==> src/logic/cpbus_pkg.sv <==
// Shared constants and types for the coprocessor byte port and its bus master
package cpbus_pkg;
  // ==========================================================================
  // Decode terms
  localparam logic [2:0]  FC_CPU_SPACE   = 3'h7;
  localparam logic [3:0]  CP_COMM_SPACE  = 4'h2;
  localparam logic [2:0]  COPROCESSOR_IDENTIFIER_DEFAULT  = 3'h1;
  // ==========================================================================
  // Register offsets (A4-A0) and sizes
  localparam logic [4:0]  OFS_OPERAND    = 5'h10;
  localparam logic [4:0]  OFS_RESTORE    = 5'h0C;
  localparam int          EXT_BYTES      = 12;
  localparam int          NUM_FPREG      = 8;
  localparam logic [79:0] QNAN_VALUE     = 80'h7FFF_FFFF_FFFF_FFFF_FFFF;
  localparam logic [7:0]  NULL_FRAME     = 8'h00;
  // Acknowledge encodings, active low {ack1,ack0}
  localparam logic [1:0]  ACK_BYTE       = 2'h2;
  localparam logic [1:0]  ACK_WORD       = 2'h1;
  localparam logic [1:0]  ACK_LONG       = 2'h0;
  localparam logic [1:0]  ACK_NONE       = 2'h3;
  // Lane lookup indexed by {A4,A1,A0}; lane 3 = D31-D24
  localparam logic [15:0] LANE_MAP       = 16'h1B1B;
  localparam int          RST_POWERUP_CYC = 4;
  localparam int          RST_LATER_CYC   = 2;
  // ==========================================================================
  typedef enum logic [1:0] {PORT8, PORT16, PORT32} port_size_t;
  function automatic logic [1:0] lane_of(input logic [2:0] sel);
    lane_of = LANE_MAP[{sel, 1'b0} +: 2];
  endfunction
endpackage

==> src/logic/cpbus_if.sv <==
// Interface joining the coprocessor port and the main processor end
`timescale 1ns/1ps
interface cpbus_if;
  logic        as_n;
  logic        ds_n;
  logic        cs_n;
  logic        rw;
  logic        size_n;
  logic [4:0]  addr;
  logic [31:0] data_m;
  logic [31:0] data_d;
  logic [31:0] data_d_oe_n;
  logic [1:0]  ack_n;
  logic        reset_n;
  wire  [31:0] data = (~data_d_oe_n & data_d) | (data_d_oe_n & data_m);
  modport device (input as_n, ds_n, cs_n, rw, size_n, addr, data_m, reset_n,
                  output data_d, data_d_oe_n, ack_n);
  modport host (output as_n, ds_n, cs_n, rw, size_n, addr, data_m, reset_n,
                input data_d, ack_n, data_d_oe_n);
endinterface

==> src/logic/lane_steer.sv <==
// Byte lane steering for the eight-bit port
`timescale 1ns/1ps
module lane_steer
  import cpbus_pkg::*;
(
  input  wire logic [2:0]  SEL,
  input  wire logic [7:0]  BYTE_OUT,
  input  wire logic [31:0] BUS_IN,
  output logic      [31:0] BUS_OUT,
  output logic      [31:0] LANE_MASK,
  output logic      [7:0]  BYTE_IN
);
  logic [1:0] lane;
  // Table lookup of lane, MSB on bit 31/23/15/7
  always_comb
  begin
    lane      = lane_of(SEL);
    BUS_OUT   = 32'h0000_0000;
    LANE_MASK = 32'h0000_0000;
    BUS_OUT[lane*8 +: 8]   = BYTE_OUT;
    LANE_MASK[lane*8 +: 8] = 8'hFF;
    BYTE_IN   = BUS_IN[lane*8 +: 8];
  end
endmodule

==> src/logic/cp_port.sv <==
// Coprocessor end: eight-bit port, reset handling, access detection
//
// The plain strobed port and the placing of the registers were left to the implementer.
`timescale 1ns/1ps
module cp_port
  import cpbus_pkg::*;
(
  input  wire logic        CLOCK,
  cpbus_if.device          BUS,
  input  wire logic [7:0]  OPLEN,
  input  wire logic        OPLOAD,
  input  wire logic [95:0] OPDATA,
  output logic      [1:0]  PORT_SIZE,
  output logic             BUSY,
  output logic      [95:0] OPRX,
  output logic             OPRX_DONE
);
  // ==========================================================================
  // Pin synchronisers, two flops on every bus input
  logic [1:0]  as_s;
  logic [1:0]  ds_s;
  logic [1:0]  cs_s;
  logic [1:0]  rw_s;
  logic [1:0]  sz_s;
  logic [1:0]  rst_s;
  logic [4:0]  a_s1;
  logic [4:0]  a_s2;
  logic [31:0] d_s1;
  logic [31:0] d_s2;
  // Strobes, select, direction, size and reset
  always_ff @(posedge CLOCK)
  begin
    as_s  <= {as_s[0], BUS.as_n};
    ds_s  <= {ds_s[0], BUS.ds_n};
    cs_s  <= {cs_s[0], BUS.cs_n};
    rw_s  <= {rw_s[0], BUS.rw};
    sz_s  <= {sz_s[0], BUS.size_n};
    rst_s <= {rst_s[0], BUS.reset_n};
  end
  // Address and write data, settled before the strobes arrive
  always_ff @(posedge CLOCK)
  begin
    a_s1 <= BUS.addr;
    a_s2 <= a_s1;
    d_s1 <= BUS.data_m;
    d_s2 <= d_s1;
  end
  // Active-high views of the synchronised strobes, select and direction; reset stays active low
  wire rst_n = rst_s[1];
  wire as = ~as_s[1];
  wire ds = ~ds_s[1];
  wire cs = ~cs_s[1];
  wire rd = rw_s[1];
  // ==========================================================================
  // Port size decode
  port_size_t psize;
  always_comb
  begin
    if (!sz_s[1])
      psize = PORT8;
    else if (a_s2[0])
      psize = PORT32;
    else
      psize = PORT16;
  end
  assign PORT_SIZE = psize;
  // ==========================================================================
  // Access detection
  typedef enum logic [1:0] {IDLE, ACTIVE, WAITEND} acc_t;
  acc_t st_ff;
  wire start = as & cs & (ds | ~rd);
  wire stop  = ~as | ~ds;
  // Access state: closed, strobes seen, waiting for a strobe to drop
  always_ff @(posedge CLOCK)
  begin
    if (!rst_n)
      st_ff <= IDLE;
    else
      case (st_ff)
        IDLE:
        begin
          if (start)
            st_ff <= ACTIVE;
        end
        ACTIVE:
        begin
          if (stop)
            st_ff <= IDLE;
          else if (ds)
            st_ff <= WAITEND;
        end
        WAITEND:
        begin
          if (stop)
            st_ff <= IDLE;
        end
        default:
          st_ff <= IDLE;
      endcase
  end
  // One byte taken per access; drive held while strobes stand
  wire take = (st_ff == ACTIVE) & ds & as; // one strobe per access
  wire acc_on = (st_ff != IDLE) & as & cs & ~stop;
  // ==========================================================================
  // Lane steering
  logic [31:0] bus_out;
  logic [31:0] lane_mask;
  logic [7:0]  byte_in;
  logic [7:0]  byte_out;
  lane_steer u_steer (
    .SEL       ({a_s2[4], a_s2[1], a_s2[0]}),
    .BYTE_OUT  (byte_out),
    .BUS_IN    (d_s2),
    .BUS_OUT   (bus_out),
    .LANE_MASK (lane_mask),
    .BYTE_IN   (byte_in)
  );
  // ==========================================================================
  // Operand sequencer, most significant byte first
  logic [95:0] opsh_ff;
  logic [7:0]  cnt_ff;
  logic [95:0] fpreg_ff [NUM_FPREG];
  logic [31:0] fp_control_register_ff;
  logic [31:0] fp_status_register_ff;
  logic        drv_ff;
  logic [31:0] dout_ff;
  logic [31:0] oe_n_ff;
  // Register select decode; null frame write re-initialises
  wire is_op = (a_s2 == OFS_OPERAND);
  wire is_rst = take & ~rd & (a_s2 == OFS_RESTORE) & (byte_in == NULL_FRAME);
  assign byte_out = opsh_ff[95:88];
  // Load, shift or abandon the operand transfer
  always_ff @(posedge CLOCK)
  begin
    // Null restore drops a transfer in progress, like reset
    if (!rst_n || is_rst)
    begin
      opsh_ff <= 96'h0;
      cnt_ff  <= 8'h00;
    end
    else if (OPLOAD)
    begin
      opsh_ff <= OPDATA;
      cnt_ff  <= OPLEN;
    end
    else if (take & is_op & psize == PORT8 & cnt_ff != 8'h00)
    begin
      opsh_ff <= {opsh_ff[87:0], byte_in};
      cnt_ff  <= cnt_ff - 8'h01;
    end
  end
  // Transfer open while bytes remain
  assign BUSY = (cnt_ff != 8'h00);
  // Pulse when the last written byte lands
  always_ff @(posedge CLOCK)
  begin
    if (!rst_n)
      OPRX_DONE <= 1'b0;
    else
      OPRX_DONE <= take & is_op & ~rd & (cnt_ff == 8'h01);
  end
  assign OPRX = opsh_ff;
  // Reset and null restore initialise registers
  genvar g;
  generate
    for (g = 0; g < NUM_FPREG; g++)
    begin : g_reg
      always_ff @(posedge CLOCK)
      begin
        if (!rst_n || is_rst)
          fpreg_ff[g] <= {16'h0000, QNAN_VALUE};
      end
    end
  endgenerate
  always_ff @(posedge CLOCK)
  begin
    if (!rst_n || is_rst)
    begin
      fp_control_register_ff <= 32'h0000_0000;
      fp_status_register_ff <= 32'h0000_0000;
    end
  end
  // ==========================================================================
  // Data drive and acknowledge
  // Registered lane drive, released once the access closes
  always_ff @(posedge CLOCK)
  begin
    if (!rst_n)
    begin
      drv_ff  <= 1'b0;
      dout_ff <= 32'h0000_0000;
      oe_n_ff <= 32'hFFFF_FFFF;
    end
    else
    begin
      drv_ff  <= acc_on;
      dout_ff <= bus_out;
      oe_n_ff <= (acc_on & rd) ? ~lane_mask : 32'hFFFF_FFFF;
    end
  end
  assign BUS.data_d      = dout_ff;
  assign BUS.data_d_oe_n = oe_n_ff;
  // Acknowledge code follows the port size while an access is open
  always_comb
  begin
    if (!drv_ff)
      BUS.ack_n = ACK_NONE;
    else
      case (psize)
        PORT8:   BUS.ack_n = ACK_BYTE;
        PORT32:  BUS.ack_n = ACK_LONG;
        PORT16:  BUS.ack_n = ACK_WORD;
        default: BUS.ack_n = ACK_NONE;
      endcase
  end
endmodule

==> src/flat_wrapper.sv <==
// flat-port wrapper written by rule: the top's interface ports become plain ports
module cp_port_flat import cpbus_pkg::*;
  (CLOCK, OPLEN, OPLOAD, OPDATA, PORT_SIZE, BUSY, OPRX, OPRX_DONE, BUS_as_n, BUS_ds_n, BUS_cs_n, BUS_rw, BUS_size_n, BUS_addr, BUS_data_m, BUS_reset_n, BUS_data_d, BUS_data_d_oe_n, BUS_ack_n);
  cpbus_if BUS_i ();
  input  wire logic CLOCK;
  input  wire logic [7:0] OPLEN;
  input  wire logic OPLOAD;
  input  wire logic [95:0] OPDATA;
  output logic      [1:0] PORT_SIZE;
  output logic BUSY;
  output logic      [95:0] OPRX;
  output logic OPRX_DONE;
  input wire logic [$bits(BUS_i.as_n)-1:0] BUS_as_n;
  input wire logic [$bits(BUS_i.ds_n)-1:0] BUS_ds_n;
  input wire logic [$bits(BUS_i.cs_n)-1:0] BUS_cs_n;
  input wire logic [$bits(BUS_i.rw)-1:0] BUS_rw;
  input wire logic [$bits(BUS_i.size_n)-1:0] BUS_size_n;
  input wire logic [$bits(BUS_i.addr)-1:0] BUS_addr;
  input wire logic [$bits(BUS_i.data_m)-1:0] BUS_data_m;
  input wire logic [$bits(BUS_i.reset_n)-1:0] BUS_reset_n;
  output wire logic [$bits(BUS_i.data_d)-1:0] BUS_data_d;
  output wire logic [$bits(BUS_i.data_d_oe_n)-1:0] BUS_data_d_oe_n;
  output wire logic [$bits(BUS_i.ack_n)-1:0] BUS_ack_n;
  assign BUS_i.as_n = BUS_as_n;
  assign BUS_i.ds_n = BUS_ds_n;
  assign BUS_i.cs_n = BUS_cs_n;
  assign BUS_i.rw = BUS_rw;
  assign BUS_i.size_n = BUS_size_n;
  assign BUS_i.addr = BUS_addr;
  assign BUS_i.data_m = BUS_data_m;
  assign BUS_i.reset_n = BUS_reset_n;
  assign BUS_data_d = BUS_i.data_d;
  assign BUS_data_d_oe_n = BUS_i.data_d_oe_n;
  assign BUS_ack_n = BUS_i.ack_n;
  cp_port u_core (.CLOCK(CLOCK), .BUS(BUS_i), .OPLEN(OPLEN), .OPLOAD(OPLOAD), .OPDATA(OPDATA), .PORT_SIZE(PORT_SIZE), .BUSY(BUSY), .OPRX(OPRX), .OPRX_DONE(OPRX_DONE));
endmodule
==> config.mk <==
export PLATFORM = sky130hd
export DESIGN_NAME = cp_port_flat
export DESIGN_NICKNAME = d
export VERILOG_FILES = /design/src/logic/cpbus_pkg.sv /design/src/logic/cpbus_if.sv /design/src/logic/lane_steer.sv /design/src/logic/cp_port.sv /design/src/flat_wrapper.sv
export SDC_FILE = /design/constraint.sdc
export NUM_CORES = 1
export LEC_CHECK = 0
export ABC_CLOCK_PERIOD_IN_PS = 2700
export BUFFER_PORTS_ARGS = -buffer_cell sky130_fd_sc_hd__clkbuf_2
export CORE_UTILIZATION = 50
export CTS_CLUSTER_DIAMETER = 30
export CTS_CLUSTER_SIZE = 28
export DETAILED_ROUTE_END_ITERATION = 8
export PLACE_DENSITY = 0.81
export SLEW_MARGIN = 20
export SYNTH_ARGS = -nofsm -noshare
export SYNTH_HDL_FRONTEND = slang
export SYNTH_SLANG_ARGS = --single-unit
==> constraint.sdc <==
create_clock -name CLOCK -period 2.7 [get_ports CLOCK]
set_input_delay 0.405 -clock CLOCK [delete_from_list [all_inputs] [get_ports CLOCK]]
set_output_delay 0.405 -clock CLOCK [all_outputs]
set_load 0.02 [all_outputs]
==> summary.txt, run 1 <==
Hold path
  • Worst hold start: OPDATA[41]
  • Hold path cells: 3
  • Hold WC Path Type: primary input to flip-flop
  • WHS Endpoint: u_core.OPRX[41]

Cells and area
  • Share of cells above drive strength 1: 0.394
  • Area grow syn2layout: 37.0%
  • Non-filler cells, final: 1440
  • Finished Core Util: 0.701
  • Post-layout net count: 1341
  • # diodes: 0

STA
  • Post-Route Setup TNS: 0 ps
  • WHS: 144 ps
  • Final Critical Period: 2460 ps
  • Final hold viol count: 0
  • Tcrit/Tclk final: 0.912
  • RSZ-0062 raised after global routing: no
  • Final Worst Setup Slack: 237 ps
  • Measured slew at the worst slew-check pin: 662 ps
  • Relative slew slack: 0.558
  • Fin. max-slew vios: 0
  • Clk_skew: 30.9 ps
  • Final setup viols: 0
  • Highest clock rate: 0.406 GHz

Worst setup path
  • CP cell instances: inv_1, ha_1, nor2_2, mux2_2, o2111ai_1, nand2_4, buf_4, a311oi_1
  • CP Class: flip-flop to flip-flop
  • Worst flop-to-flop path startpoint: u_core.a_s2[1]
  • WP data required: 3090 ps
  • Reg2reg path depth: 8
  • Worst Setup Start Kind: flip-flop
  • Capturing point of the worst reg2reg path: u_core.OPRX[6]
  • Worst R2R Setup Slack: 240 ps
  • WP data arrival: 2850 ps
  • Slowest cell on crit path: mux2_2
  • CP Max Fanout: 44
  • Slowest stage delay, CP: 390 ps
  • CP endpoint kind: flip-flop

Die
  • Full die area: 18200 um2
  • Width of the die: 135 um
  • I/O pins: 315
  • CORE AREA: 17200 um2
  • Die height: 135 um
  • Rows: 48
  • Initial Util: 0.512

Power and ir drop
  • Power density over the cells: 794 nW/um2
  • Leakage: 5.66 nW
  • Maximum VDD drop: 0.000695 V

Clocking
  • Skew-Pair Late Insertion Delay: 520 ps
  • Total CTS buffers: 41
  • Clock tree sinks: 230
  • Max clock buf depth: 3
  • Reg clk slew, reported paths: 70 ps
  • Root Driver: clkbuf_16
  • CTS tree: done
  • H-tree levels: 2

Placement
  • Dpl cells: 1322
  • PortBufs: 314
  • RePlAce Congestion: 0.850
  • Pre-CTS WS: 269 ps
  • DP HPWL: 16000 um

Logic synthesis
  • Yosys reg bits: 230
  • Dominant cell type by area after synthesis: dfxtp_1
  • Syn Area/Cell: 10.2 um2
  • Post-synth EDFFs: 0
  • Count leader, synth: dfxtp_1
  • Synth top area share: 0.522
  • Cell area after synthesis: 8820 um2
  • Top FF cell, synth: dfxtp_1
  • Yosys warns: 0
  • Post-synth cell types: 53
  • Post-synth top cells: dfxtp_1, nand2_1, inv_1
  • Synth area leaders: dfxtp_1, a221oi_2, a31oi_1
  • Seq/Total Area, Yosys: 0.522
  • Mapped Nets: 1019
  • Gate count of the mapped netlist: 861
  • Ys async rst share: 0

GRT
  • Gr ovfl total: 0
  • Vias in the first global route: 7503
  • Global-route wire length before repair: 38800 um
  • Total GRT Usage: 0.272
  • Initial antenna violation count: 0
  • Pin count of the biggest net entering global routing: 139

Drt
  • Iter 0 DRT Violations: 587
  • Initial DRT Pass Iterations: 6
  • Antenna viol nets, final: 0
  • Final wirelength: 25400 um
  • Drt wl/cell: 17.6 um
  • Via density: 5.38
  • DRC: 0
  • Via count: 7749

Run
  • Max Cap Viol: 0

Run status
  • Status: complete, no violations
[layout make-up]
type / instances / area (um2)
Inverter: 96 / 360
Clock buffer: 46 / 1060
Sequential cell: 230 / 4600
Clock inverter: 29 / 294
Multi-Input combinational cell: 441 / 3290
Tap cell: 225 / 282
Timing Repair Buffer: 373 / 2190
Fill cell: 1216 / 5150
[per-layer routing]
metal  up-vias  routed length (um)  track usage
met4         0                 997        0.144
met5         -                   0            0
met2       412               12700        0.472
met3        83                1890       0.0541
met1      3571                9820        0.317
li1       3683                   -            -
[cells by family after synthesis]
| logic type | Yosys count | synth area share |
|---|---|---|
| XOR/XNOR | 8 | 0.00794 |
| buffers and inverters | 190 | 0.107 |
| AO/OA/AOI/OAI | 208 | 0.215 |
| AND/OR/NAND/NOR | 203 | 0.113 |
| adder cells (fa/ha/maj) | 9 | 0.0128 |
| flip-flops | 230 | 0.522 |
| multiplexers | 13 | 0.0223 |
[layout by cell type (no fill, tap or decap), types with 33 or more instances in the layout]
cell type	instances
a221oi_1	37
a221oi_2	51
a31oi_1	83
and2_1	33
clkbuf_16	41
clkbuf_2	313
dfxtp_1	230
dlygate4sd3_1	43
inv_1	94
nand2_1	110
[worst max-delay path: cells and delay by family (launching register included)]
family,cells,cell delay [ps]
adders and majority gates,1,330
DFF,1,330
buffers and inverters,2,410
muxes,1,390
AOI/OAI and AO/OA,2,490
and+or+nand+nor,2,360
[what timing repair did]
item | in CTS | in global routing
endpoints found under the setup margin | 0 | 1
setup buffers | 0 | 0
endpoints found under the hold margin | 43 | 0
resized for setup | 0 | 1
hold buffers | 43 | 0
[where the power goes]
| group | internal, mW | leakage (nW) | switching [mW] | total, mW |
|---|---|---|---|---|
| Clock | 3.11 | 0.650 | 1.84 | 4.95 |
| Combinational | 0.382 | 3.09 | 0.538 | 0.920 |
| Sequential | 3.58 | 1.91 | 0.142 | 3.72 |
| Total | 7.08 | 5.66 | 2.52 | 9.60 |
[flip-flops by register name, indices dropped and copies added, names as in the netlist]
register and cells:
u_core.BUS.data_d 32, u_core.BUS.data_d_oe_n 4, u_core.OPRX 96, u_core.OPRX_DONE 1, u_core.a_s1 5, u_core.a_s2 5, u_core.as_s 2, u_core.cnt_ff 8
u_core.cs_s 2, u_core.d_s1 32, u_core.d_s2 32, u_core.drv_ff 1, u_core.ds_s 2, u_core.rst_s 2, u_core.rw_s 2, u_core.st_ff 2
u_core.sz_s 2
[per-stage QoR]
stage | power, mW | area [um2]
after floorplan | 4.29 | 8820
after global placement | 4.62 | 10300
after detailed placement | 4.64 | 10300
after CTS | 9.61 | 12100
after global routing | 9.90 | 12100
final | 9.60 | 12100
[how the worst max path moves through the flow]
| stage | slack [ps] | from | endpoint |
|---|---|---|---|
| floorplan | 390 | u_core.a_s2[1] | u_core.OPRX[87] |
| global placement | 390 | u_core.a_s2[1] | u_core.OPRX[40] |
| detailed placement | 270 | u_core.a_s2[1] | u_core.OPRX[12] |
| CTS | 200 | u_core.a_s2[1] | u_core.OPRX[38] |
| global route | 110 | u_core.a_s2[1] | u_core.OPRX[6] |
| finish | 240 | u_core.a_s2[1] | u_core.OPRX[6] |
No activity file was read; power rests on OpenSTA's default activity.
==> run 2: changes to the inputs <==
- CTS_BUF_LIST: unset -> sky130_fd_sc_hd__clkbuf_16
==> summary.txt, run 2 (same netlist as run 1, synthesis figures left out) <==
STA
  • Clk_skew: 31.6 ps (was 30.9 ps)
  • RSZ-0062 raised after global routing: no (unchanged)
  • Measured slew at the worst slew-check pin: 635 ps (was 662 ps)
  • Fin. max-slew vios: 0 (unchanged)
  • Relative slew slack: 0.575 (was 0.558)
  • Final hold viol count: 0 (unchanged)
  • Final setup viols: 0 (unchanged)
  • Tcrit/Tclk final: 0.907 (was 0.912)
  • Highest clock rate: 0.408 GHz (was 0.406 GHz)
  • Post-Route Setup TNS: 0 ps (unchanged)
  • Final Critical Period: 2450 ps (was 2460 ps)
  • WHS: 145 ps (was 144 ps)

Run status
  • Status: complete, no violations (unchanged)

GRT
  • Global-route wire length before repair: 38800 um (about the same)
  • Total GRT Usage: 0.272 (about the same)
  • Gr ovfl total: 0 (unchanged)
  • Vias in the first global route: 7522 (was 7503)
  • Initial antenna violation count: 0 (unchanged)
  • Pin count of the biggest net entering global routing: 139 (unchanged)

Clocking
  • Reg clk slew, reported paths: 70 ps (about the same)
  • Total CTS buffers: 41 (unchanged)
  • Skew-Pair Late Insertion Delay: 520 ps (about the same)
  • CTS tree: done (unchanged)
  • Max clock buf depth: 3 (unchanged)
  • Clock tree sinks: 230 (unchanged)
  • Root Driver: clkbuf_16 (unchanged)
  • H-tree levels: 2 (unchanged)

Run
  • Max Cap Viol: 0 (unchanged)

Worst setup path
  • WP buf/inv: 2 (unchanged)
  • Slowest stage delay, CP: 390 ps (about the same)
  • WP data required: 3090 ps (about the same)
  • Reg2reg path depth: 8 (unchanged)
  • Worst Setup Start Kind: flip-flop (unchanged)
  • Worst path depth: 8 (unchanged)
  • CP Max Fanout: 44 (unchanged)
  • WP data arrival: 2840 ps (was 2850 ps)
  • Slowest cell on crit path: mux2_2 (unchanged)
  • Worst R2R Setup Slack: 250 ps (was 240 ps)
  • CP endpoint kind: flip-flop (unchanged)
  • Top delay family on crit path: compound AO/OA/AOI/OAI gates (unchanged)
  • CP Class: flip-flop to flip-flop (unchanged)
  • CP cell instances: inv_1, ha_1, nor2_2, mux2_2, o2111ai_1, nand2_4, buf_4, a311oi_1 (unchanged)

Cells and area
  • Share of cells above drive strength 1: 0.393 (was 0.394)
  • Fillers: 1215 (was 1216)
  • Area grow syn2layout: 36.8% (was 37.0%)
  • Multi-input logic area: 3290 um2 (unchanged)
  • Max reg flops: 96 (unchanged)
  • Register Area: 4600 um2 (unchanged)
  • Most frequent cells in the layout: clkbuf_2, dfxtp_1, nand2_1 (unchanged)
  • Finished Core Util: 0.700 (was 0.701)
  • # diodes: 0 (unchanged)
  • Post-layout net count: 1341 (unchanged)
  • Commonest non-fill, non-tap cell in the layout: clkbuf_2 (unchanged)

Drt
  • Iter 0 DRT Violations: 585 (was 587)
  • Via count: 7759 (was 7749)
  • Antenna viol nets, final: 0 (unchanged)
  • Via density: 5.39 (was 5.38)
  • Final wirelength: 25300 um (was 25400 um)
  • Initial DRT Pass Iterations: 5 (was 6)
  • DRC: 0 (unchanged)
  • Drt wl/cell: 17.6 um (about the same)

Power and ir drop
  • Leakage: 5.66 nW (about the same)
  • Power density over the cells: 789 nW/um2 (was 794 nW/um2)
  • Maximum VDD drop: 0.000695 V (about the same)

Die
  • Width of the die: 135 um (unchanged)
  • I/O pins: 315 (unchanged)
  • Rows: 48 (unchanged)
  • CORE AREA: 17200 um2 (unchanged)
  • Die height: 135 um (unchanged)
  • Initial Util: 0.512 (unchanged)
  • Full die area: 18200 um2 (unchanged)

Hold path
  • Hold WC Path Type: primary input to flip-flop (unchanged)
  • Hold path cells: 3 (unchanged)

Placement
  • PortBufs: 314 (unchanged)
  • RePlAce Congestion: 0.850 (unchanged)
  • DP HPWL: 16000 um (unchanged)
[run 2: final cells by class]
| type | instances | area share |
|---|---|---|
| inverter | 96 | 0.0299 |
| clock inverter | 34 | 0.0259 |
| multi-input combinational | 441 | 0.273 |
| timing repair buffer | 373 | 0.182 |
| sequential | 230 | 0.382 |
| tap | 225 | 0.0233 |
| clock buffer | 41 | 0.0850 |
[run 2: report_power, final]
part	switching, mW	leakage (nW)	internal [mW]
combinational	0.537	3.09	0.382
sequential	0.141	1.91	3.58
clock	1.83	0.651	3.04
total	2.51	5.66	7.01
[run 2: path summary, 6_finish.rpt]
path,endpoint,start
setup reg to reg,u_core.OPRX[6],u_core.a_s2[1]
hold reg to reg,u_core.cs_s[1],u_core.cs_s[0]
hold / removal,u_core.OPRX[32],OPDATA[32]
setup / recovery,u_core.OPRX[6],u_core.a_s2[1]
[run 2: per-layer routing]
layer / vias up / GRT usage / wire, um / part of all wire
met2: 422 / 0.475 / 12700 / 0.50
met3: 81 / 0.0529 / 1940 / 0.077
met4: 0 / 0.136 / 967 / 0.038
li1: 3681 / - / - / -
met5: - / 0 / 0 / 0
met1: 3575 / 0.317 / 9710 / 0.38
[run 2: tightest hold or removal path: cells and delay by family]
| kind | cells | cell delay [ps] |
|---|---|---|
| AO/OA/AOI/OAI | 1 | 60 |
| buffers and inverters | 2 | 120 |
[run 2: metrics by stage]
| stage | total power [mW] | setup WS (ps) | cell area, um2 | std cells |
|---|---|---|---|---|
| final | 9.52 | 251 | 12100 | 1440 |
| after global routing | 9.83 | 108 | 12100 | 1440 |
| after CTS | 9.54 | 208 | 12100 | 1440 |
| after detailed placement | 4.64 | 269 | 10300 | 1322 |
| after global placement | 4.62 | 392 | 10300 | 1322 |
| after floorplan | 4.29 | 389 | 8820 | 861 |
[run 2: repair_timing]
| item | in CTS | in global routing |
|---|---|---|
| buffers inserted | 0 | 0 |
| setup endpoints to repair | 0 | 1 |
| endpoints found under the hold margin | 43 | 0 |
| resized for setup | 0 | 1 |
| hold buffers | 43 | 0 |
